**src/logic/mwcb_regs.vh**
```
`ifndef MWCB_REGS_VH
`define MWCB_REGS_VH
// Register indices; the byte address is four times the index
`define MWCB_IX_FEN 10'h01f
`define MWCB_IX_FLT 10'h020
`define MWCB_IX_CEN 10'h021
`define MWCB_IX_POL 10'h0f0
`define MWCB_IX_CAP 10'h1e6
`define MWCB_IX_ST 10'h1f8
`define MWCB_IX_MSK 10'h1f9
`define MWCB_IX_OCC 10'h1fa
// Field positions
`define MWCB_B_EN 0
`define MWCB_B_FLUSH 0
`define MWCB_B_FENCE 1
`define MWCB_B_FIFO 0
`define MWCB_S_DONE 0
`define MWCB_S_ERR 1
`define MWCB_S_AUTO 2
// Fixed byte values
`define MWCB_POL_VAL 8'h00
`define MWCB_CAPB_VAL 8'h01
`define MWCB_ST_RST 3'h0
`define MWCB_MSK_RST 3'h0
// Cache capacity in blocks, fence depth, commit rate divider
`define MWCB_CACHE_BLKS 8'h40
`define MWCB_FENCE_DEP 3'h4
`define MWCB_DIV_LAST 4'h3
`endif

```
**src/logic/mwcb_top.v**
```verilog
// The APB register port was chosen for this implementation.
`timescale 1ns/10ps
`include "mwcb_regs.vh"

////////////////////////////////////////////////////////////////////////
// How it works
// - Cache starts off after power-up, reset pin or CMD0.
// - Host writes cache control byte 33; caching follows it.
// - Turning cache off flushes all cached data.
// - Data before a barrier commits before data after it.
// - Within one barrier epoch, commit order is free.
// - Barrier or commit errors show in the status register.
// - Any number of barriers accepted between two flushes.
// - Barrier beyond internal depth triggers an ordinary full flush.
// - Capability byte 486 reads one when barriers supported.
// - Barrier bit written set while supported and enabled, with cache on, performs a barrier.
// - Full or unavailable cache still stores the write directly.
// - In-order flag of policy byte 240 tells in-order commit.
// - In-order device accepts barriers silently, no behaviour change.
// - Policy byte is read-only and never changes.
module mwcb_top (
  input wire ref_clk, // 100 MHz clock
  input wire rst_b, // Async reset, active low
  input wire psel, // APB select
  input wire penable, // APB enable
  input wire pwrite, // APB direction
  input wire [11:0] paddr, // APB byte address
  input wire [31:0] pwdata, // APB write data
  output reg [31:0] prdata, // APB read data
  output reg pready, // APB ready
  output reg pslverr, // APB error
  input wire hw_rst_pin_b, // Reset pin, async, low
  input wire cmd0_rst, // CMD0 reset pulse
  input wire wr_req, // Write block request pulse
  input wire wr_forced, // Forced or reliable write
  input wire nvm_err, // Programming error pulse
  output reg wr_cached, // Block taken into cache
  output reg wr_direct, // Block sent straight to storage
  output reg nvm_commit, // One cached block committed
  output reg [1:0] nvm_epoch, // Epoch of committed block
  output reg busy, // Busy on data line
  output reg irq // Interrupt level
);

////////////////////////////////////////////////////////////////////////
// Declarations

// Fixed read-only bytes, bit-addressable
localparam [7:0] pol_v = `MWCB_POL_VAL;
localparam [7:0] cap_v = `MWCB_CAPB_VAL;

// Reset pin synchroniser
reg pin_s1_q;
reg pin_s2_q;

// Control bytes, status and mask
reg fen_q;
reg cen_q;
reg flush_q;
reg [2:0] st_q;
reg [2:0] st_d;
reg [2:0] msk_q;

// Epoch ring and occupancy
reg [7:0] cnt_q [0:3];
reg [1:0] hd_q;
reg [1:0] tl_q;
reg [2:0] nep_q;
reg [2:0] nep_d;
reg [8:0] tot_q;
reg [8:0] tot_d;

// Commit pacing and read path
reg [3:0] div_q;
reg [31:0] rd_d;
reg hit_d;

// Bus decode nets
wire [9:0] idx;
wire acc;
wire wr_acc;
wire rd_acc;
wire clr;
wire tick;
wire cen_wr;
wire flt_wr;

// Cache event nets
wire cen_off;
wire fence;
wire fence_adv;
wire fence_over;
wire full;
wire cache_it;
wire direct_it;
wire com;
wire hd_adv;
wire flush_set;
wire flush_done;
integer i;

////////////////////////////////////////////////////////////////////////
// Helpers

// Register index from a word-aligned byte address
function [9:0] word_idx;
  input [11:0] a;
  begin
    word_idx = a[11:2];
  end
endfunction

// Count step for one epoch slot
function [7:0] step;
  input [7:0] c;
  input up;
  input dn;
  begin
    if (up && !dn) begin
      step = c + 8'h01;
    end else if (dn && !up) begin
      step = c - 8'h01;
    end else begin
      step = c;
    end
  end
endfunction

////////////////////////////////////////////////////////////////////////
// Reset pin synchroniser
always @(posedge ref_clk or negedge rst_b) begin
  if (!rst_b) begin
    pin_s1_q <= 1'b1; // Idle level, no false clear
    pin_s2_q <= 1'b1;
  end else begin
    pin_s1_q <= hw_rst_pin_b;
    pin_s2_q <= pin_s1_q;
  end
end

// Soft clear from reset pin or CMD0
assign clr = cmd0_rst | ~pin_s2_q;

////////////////////////////////////////////////////////////////////////
// Bus decode
assign idx = word_idx(paddr);
assign acc = psel & penable & pready;
assign wr_acc = acc & pwrite & ~pslverr;
assign rd_acc = acc & ~pwrite & ~pslverr;
// Write strobes for the control bytes
assign cen_wr = wr_acc && (idx == `MWCB_IX_CEN);
assign flt_wr = wr_acc && (idx == `MWCB_IX_FLT);

// Read mux and address map
always @* begin
  rd_d = 32'h0000_0000;
  hit_d = 1'b1;
  if (idx == `MWCB_IX_FEN) begin
    rd_d[`MWCB_B_EN] = fen_q;
  end else if (idx == `MWCB_IX_FLT) begin
    rd_d = 32'h0000_0000;
  end else if (idx == `MWCB_IX_CEN) begin
    rd_d[`MWCB_B_EN] = cen_q;
  end else if (idx == `MWCB_IX_POL) begin
    rd_d[7:0] = `MWCB_POL_VAL;
  end else if (idx == `MWCB_IX_CAP) begin
    rd_d[7:0] = `MWCB_CAPB_VAL;
  end else if (idx == `MWCB_IX_ST) begin
    rd_d[2:0] = st_q;
  end else if (idx == `MWCB_IX_MSK) begin
    rd_d[2:0] = msk_q;
  end else if (idx == `MWCB_IX_OCC) begin
    rd_d[8:0] = tot_q;
    rd_d[18:16] = nep_q;
    rd_d[24] = flush_q;
  end else begin
    hit_d = 1'b0;
  end
end

// Answer in the first access cycle
always @(posedge ref_clk or negedge rst_b) begin
  if (!rst_b) begin
    pready <= 1'b0;
    pslverr <= 1'b0;
    prdata <= 32'h0000_0000;
  end else begin
    pready <= psel & ~penable;
    if (psel && !penable) begin
      pslverr <= ~hit_d;
      prdata <= pwrite ? 32'h0000_0000 : rd_d;
    end else begin
      pslverr <= 1'b0;
    end
  end
end

////////////////////////////////////////////////////////////////////////
// Commit rate divider
always @(posedge ref_clk or negedge rst_b) begin
  if (!rst_b) begin
    div_q <= 4'h0;
  end else if (div_q == `MWCB_DIV_LAST) begin
    div_q <= 4'h0;
  end else begin
    div_q <= div_q + 4'h1;
  end
end

assign tick = (div_q == `MWCB_DIV_LAST);

////////////////////////////////////////////////////////////////////////
// Cache events
assign cen_off = cen_wr & cen_q & ~pwdata[`MWCB_B_EN];
// Barrier only with support, enable, cache on and no in-order policy
assign fence = flt_wr & pwdata[`MWCB_B_FENCE] & fen_q & cen_q
  & cap_v[0] & ~pol_v[`MWCB_B_FIFO];
// Empty current epoch needs no new boundary
assign fence_adv = fence && (cnt_q[tl_q] != 8'h00)
  && (nep_q != `MWCB_FENCE_DEP) && !flush_q;
assign fence_over = fence && (cnt_q[tl_q] != 8'h00)
  && (nep_q == `MWCB_FENCE_DEP);
// Cache holds at most the fixed block count
assign full = (tot_q == {1'b0, `MWCB_CACHE_BLKS});
// Bypass when off, full, forced or flushing
assign cache_it = wr_req & cen_q & ~wr_forced & ~full
  & ~flush_q & ~clr;
assign direct_it = wr_req & ~cache_it & ~clr;
// Commit from the oldest epoch only
assign com = tick && (cnt_q[hd_q] != 8'h00) && !clr;
// Head moves on as its epoch drains, or when found empty behind a barrier
assign hd_adv = (nep_q != 3'h1) && ((cnt_q[hd_q] == 8'h00)
  || (com && (cnt_q[hd_q] == 8'h01)));
assign flush_set = cen_off | fence_over
  | (flt_wr & pwdata[`MWCB_B_FLUSH] & (tot_q != 9'h000));
assign flush_done = flush_q && (tot_q == 9'h000);

// Next occupancy and epoch count
always @* begin
  tot_d = tot_q;
  if (cache_it && !com) begin
    tot_d = tot_q + 9'h001;
  end else if (com && !cache_it) begin
    tot_d = tot_q - 9'h001;
  end
  nep_d = nep_q;
  if (fence_adv && !hd_adv) begin
    nep_d = nep_q + 3'h1;
  end else if (hd_adv && !fence_adv) begin
    nep_d = nep_q - 3'h1;
  end
end

////////////////////////////////////////////////////////////////////////
// Control registers and epoch bookkeeping
always @(posedge ref_clk or negedge rst_b) begin
  if (!rst_b) begin
    fen_q <= 1'b0;
    cen_q <= 1'b0;
    flush_q <= 1'b0;
    hd_q <= 2'h0;
    tl_q <= 2'h0;
    nep_q <= 3'h1;
    tot_q <= 9'h000;
    for (i = 0; i < 4; i = i + 1) begin
      cnt_q[i] <= 8'h00;
    end
  end else if (clr) begin
    fen_q <= 1'b0;
    cen_q <= 1'b0;
    flush_q <= 1'b0;
    hd_q <= 2'h0;
    tl_q <= 2'h0;
    nep_q <= 3'h1;
    tot_q <= 9'h000;
    for (i = 0; i < 4; i = i + 1) begin
      cnt_q[i] <= 8'h00;
    end
  end else begin
    // Host writes to the control bytes
    if (wr_acc && idx == `MWCB_IX_FEN) begin
      fen_q <= pwdata[`MWCB_B_EN];
    end
    if (cen_wr) begin
      cen_q <= pwdata[`MWCB_B_EN];
    end
    if (flush_set) begin
      flush_q <= 1'b1;
    end else if (flush_done) begin
      flush_q <= 1'b0;
    end
    // Per-epoch block counts
    for (i = 0; i < 4; i = i + 1) begin
      cnt_q[i] <= step(cnt_q[i], cache_it && tl_q == i,
        com && hd_q == i);
    end
    // Ring pointers over the epoch slots
    if (fence_adv) begin
      tl_q <= tl_q + 2'h1;
    end
    if (hd_adv) begin
      hd_q <= hd_q + 2'h1;
    end
    nep_q <= nep_d;
    tot_q <= tot_d;
  end
end

////////////////////////////////////////////////////////////////////////
// Status, mask and interrupt
always @* begin
  st_d = st_q;
  // Clear only the bits that the read returned
  if (rd_acc && idx == `MWCB_IX_ST) begin
    st_d = st_q & ~prdata[2:0];
  end
  // Set wins over the read clear
  if (flush_done) begin
    st_d[`MWCB_S_DONE] = 1'b1;
  end
  if (nvm_err) begin
    st_d[`MWCB_S_ERR] = 1'b1;
  end
  if (fence_over) begin
    st_d[`MWCB_S_AUTO] = 1'b1;
  end
end

always @(posedge ref_clk or negedge rst_b) begin
  if (!rst_b) begin
    st_q <= `MWCB_ST_RST;
    msk_q <= `MWCB_MSK_RST;
    irq <= 1'b0;
  end else begin
    st_q <= st_d;
    // Mask write reaches the interrupt at once
    if (wr_acc && idx == `MWCB_IX_MSK) begin
      msk_q <= pwdata[2:0];
      irq <= |(st_d & pwdata[2:0]);
    end else begin
      irq <= |(st_d & msk_q);
    end
  end
end

////////////////////////////////////////////////////////////////////////
// Outputs to the storage side
always @(posedge ref_clk or negedge rst_b) begin
  if (!rst_b) begin
    wr_cached <= 1'b0;
    wr_direct <= 1'b0;
    nvm_commit <= 1'b0;
    nvm_epoch <= 2'h0;
    busy <= 1'b0;
  end else begin
    wr_cached <= cache_it;
    wr_direct <= direct_it;
    nvm_commit <= com;
    if (com) begin
      nvm_epoch <= hd_q;
    end
    // Busy from flush start until cache is empty
    // Soft clear drops it at once
    busy <= ~clr & ((flush_q & ~flush_done) | flush_set);
  end
end

endmodule // mwcb_top

```
**config.mk**
```make
export PLATFORM = sky130hd
export DESIGN_NAME = mwcb_top
export DESIGN_NICKNAME = d
export VERILOG_FILES = /design/src/logic/mwcb_top.v
export VERILOG_INCLUDE_DIRS = /design/src /design/src/logic
export SDC_FILE = /design/constraint.sdc
export NUM_CORES = 1
export LEC_CHECK = 0
export BUFFER_PORTS_ARGS = -buffer_cell sky130_fd_sc_hd__buf_4
export CORE_ASPECT_RATIO = 1.4
export CORE_MARGIN = 4
export CORE_UTILIZATION = 52
export DETAILED_ROUTE_END_ITERATION = 6
export PLACE_DENSITY_LB_ADDON = 0.25
export SLEW_MARGIN = 10
export SYNTH_ARGS = -nofsm -noshare
export SYNTH_HDL_FRONTEND = slang
export SYNTH_SLANG_ARGS = --single-unit
```
**constraint.sdc**
```tcl
create_clock -name ref_clk -period 3.55 [get_ports ref_clk]
set_input_delay 0.71 -clock ref_clk [delete_from_list [all_inputs] [get_ports ref_clk]]
set_output_delay 0.71 -clock ref_clk [all_outputs]
set_load 0.01 [all_outputs]
```
==> summary.txt <==
Detailed routing
  – Iteration-0 DRC count of the detailed router: between 150 and 200
  – DRC errors left: 0
  – Vias after detailed routing: between 4000 and 5000
  – Vias per cell: between 5 and 6
  – Average routed wire per standard cell: ~16 um
  – Drt total wl: ~14 mm
  – Initial DRT Pass Iterations: 6
  – Final antenna-violating net count: 0

CTS
  – Clock root buffer master: clkbuf_16
  – Hold buffer count at CTS: 0
  – Maximum level of the CTS H-tree: 3
  – Clock transition time at the flip-flop clock pins of the worst setup and hold paths: roughly 60 ps
  – CTS tree: yes
  – Max clock buf depth: 2
  – Clock buffers created by TritonCTS: 9
  – Worst skew pair latency: 340 ps
  – Clk sinks: 85

STA
  – Normalized max-slew margin: 0.558
  – Maximum clock frequency: slightly below 0.3 GHz
  – Final setup skew: between 8 and 9 ps
  – Max-slew violation count: 0
  – Transition time at the pin with the least slew margin: 658 ps
  – Share of the clock period used by the worst path: 0.969
  – Endpoints failing hold: 0
  – Final critical delay including setup and external delays: 3440 ps
  – Final count of negative-setup-slack endpoints: 0

Yosys
  – Cell count after synthesis: ~630
  – Flip-flop and latch count after synthesis: 85
  – Post-synth top cells: 82 x dfrtp_1, 69 x nand2_1, 48 x ha_1, 48 x mux2i_1, 40 x nor2_1
  – Post-synthesis share of cell area spent on and, or, nand and nor gates: 0.206
  – Avg Cell Area, Syn: around 9.4 um^2
  – Dominant combinational cell family by area after synthesis: simple AND/OR/NAND/NOR gates
  – Mapped Area: about 6000 um^2
  – Unique cell type count in the Yosys netlist: between 60 and 70
  – Sequential area share after synthesis: 0.358
  – EDFF count, synth: 0
  – Xor/xnor cell area share of the yosys netlist: 0.0420
  – Top_reg_cell synth: dfrtp_1
  – Yosys warning count: 0
  – Share of cell area taken by muxes after synthesis: 0.107
  – Post-synthesis adder-cell area fraction: 0.118
  – Synthesized-area fraction occupied by ao, oa, aoi and oai cells: 0.114
  – Post-synth ARST share: 1.00
  – Dominant cell type by area after synthesis: dfrtp_1
  – Biggest area contributors in the synthesized netlist: dfrtp_1 34%, ha_1 10%, mux2i_1 8.1%
  – Most frequently used cell type in the post-synthesis netlist: dfrtp_1
  – Post-synth top area share: 0.345

Global route
  – Vias in the first global route: approximately 5300
  – Number of antenna violations at the first check in global routing: 0
  – Total overflow reported by the global router: 0
  – Maximum number of pins on one net before global-route repair: 38
  – Global-route usage over all layers: 0.220
  – Wire length of the first global-routing pass: between 20 and 25 mm

Power and ir drop
  – Peak supply drop: 0.256 mV
  – Ratio of total power to cell area: around 300 nW/um^2
  – Clock share of power: 0.423
  – Comb pwr share: 0.119
  – Reported net switching power: around 0.55 mW
  – Static Leak: around 3.5 nW
  – Proportion of total power due to net switching: 0.252
  – Cell-internal power: between 1.5 and 2 mW
  – Sequential fraction of design power: 0.458

Setup path
  – Critical path capture point type: register
  – WP data required: approximately 3800 ps
  – Critical path, cell by cell: or4_4 -> nand3b_1 -> buf_4 -> buf_4 -> a21oi_4 -> o31a_1 -> inv_4 -> buf_12 -> ha_4 -> and3_1 -> a21oi_2 -> nand3_1 -> o211ai_1 -> mux2i_1 -> mux2i_1
  – Slowest library cell on the worst path: or4_4
  – Critical path class: reg2reg
  – Largest stage delay on the critical path: 540 ps
  – CP max FO: 6
  – Startpoint class of the critical path: register
  – Data arrival at the endpoint of the critical path: 3700 ps

Place
  – Buffers on Ports: 44
  – Post-place instance area: a little under 7000 um^2
  – Dpl hpwl: around 11 mm
  – Gp weighted congestion: 0.876

Finish
  – Share of cells above drive strength 1: 0.235
  – Final core area utilization: 0.645
  – Number of nets at the end of the flow: 839
  – Post-route cell area: 7270 um^2
  – Antenna diodes: 0
  – Area growth syn-to-layout: 22.2%

Floorplanning
  – Die width: between 90 and 100 um
  – Starting utilization of the core area: 0.528
  – Area of the core: around 11000 um^2
  – Row cnt: 46
  – Height of the chip: around 130 um
  – I/O Pins: 95
  – Full die area: approximately 13000 um^2

Outcome
  – Result of the run: completed

Hold path
  – Worst min-delay path category: in2async

Run
  – Number of maximum-capacitance violations: 0
[power groups by stage]
| stage | combinational (mW) | clock [mW] | sequential, mW |
|---|---|---|---|
| after CTS | 0.245 | 0.951 | 1.00 |
| after global placement | 0.237 | 0 | 1.02 |
| after detailed placement | 0.244 | 0 | 1.02 |
| after floorplan | 0.166 | 0 | 1.01 |
| final | 0.263 | 0.930 | 1.01 |
| after global routing | 0.291 | 1.00 | 1.01 |
[metrics by stage]
step | cells | hold slack (ps) | power [mW] | TNS (ps) | worst slack [ps]
2_1_floorplan | 651 | 345 | 1.18 | 0 | 9.02
3_3_place_gp | 858 | 346 | 1.26 | -788 | -176
3_5_place_dp | 858 | 350 | 1.26 | -1520 | -213
4_1_cts | 874 | 350 | 2.20 | 0 | 45.8
5_1_grt | 881 | 364 | 2.30 | -105 | -60.3
6_report | 881 | 338 | 2.20 | 0 | 111
[final timing paths]
kind,start,to,slack (ps),cells after the start
min in group ref_clk,pin_s1_q,pin_s2_q,360,0
setup / recovery,cnt_q[20],tot_q[8],110,15
setup reg to reg,cnt_q[20],tot_q[8],110,15
hold reg to reg,pin_s1_q,pin_s2_q,360,0
max in group asynchronous,rst_b,nep_q[0],2410,2
hold / removal,rst_b,cnt_q[20],340,1
[placed cells by master (no fill, tap or decap), types with 4 or more instances in the layout]
cell       netlist  routed
a21oi_1         23      20
a22o_1          10      10
a31oi_1          4       4
and2_1           8       8
buf_4           19     101
clkbuf_16        0       9
conb_1           1      19
dfrtp_1         82      82
fa_1             5       5
ha_1            48      41
ha_4             0       6
inv_1           36      35
mux2_2          14      14
mux2i_1         48      48
nand2_1         69      69
nand2b_1        10      10
nand3_1         23      21
nand3b_1         5       5
nand4_1          8       8
nand4b_1         4       4
nor2_1          40      40
nor2b_1          9       7
nor3_1          24      24
nor4_1           7       6
o21a_1           6       6
o21ai_0         22      18
o41ai_2          0       4
or3_1           10      10
xnor2_1         12      12
xor2_1          11      11
[flip-flops by register name, indices dropped and copies added, names as in the netlist, 2 cells and up]
name       count
div_q          4
prdata        13
nvm_epoch      2
msk_q          3
tl_q           2
tot_q          9
nep_q          3
st_q           3
hd_q           2
cnt_q         32
[logic make-up (layout without fill, tap and decap cells)]
kind of cell,after synthesis,count (layout)
AOI/OAI and AO/OA,98,98
xor gates and xnor gates,26,26
adders and majority gates,53,53
buffers and inverters,68,154
DFF,85,85
muxes,62,62
other,1,19
and+or+nand+nor,240,240
[metal layers]
layer | part of all wire | track usage
met5 | 0 | 0
met4 | 0.018 | 0.0721
met3 | 0.028 | 0.0408
met2 | 0.55 | 0.408
met1 | 0.40 | 0.254
[critical path, delay by kind of cell, from the launching register on]
kind	cells	cell delay, ps
and+or+nand+nor	4	1050
AOI/OAI and AO/OA	4	630
muxes	2	530
buffers and inverters	4	520
DFF	1	400
adders and majority gates	1	220
[layout make-up]
class                           count  area [um^2]
Clock buffer                       12          236
Clock inverter                      4         52.6
Fill cell                         966         4010
Inverter                           36          138
Multi-Input combinational cell    498         3760
Sequential cell                    85         2130
Tap cell                          144          180
Timing Repair Buffer              102          778
[repair_timing]
| action | 4_1_cts | 5_1_grt |
|---|---|---|
| setup buffers | 0 | 7 |
| setup endpoints to repair | 5 | 11 |
| cloned | 0 | 0 |
| pin swaps | 1 | 15 |
| resized for setup | 7 | 27 |
No activity file was read; power rests on OpenSTA's default activity.
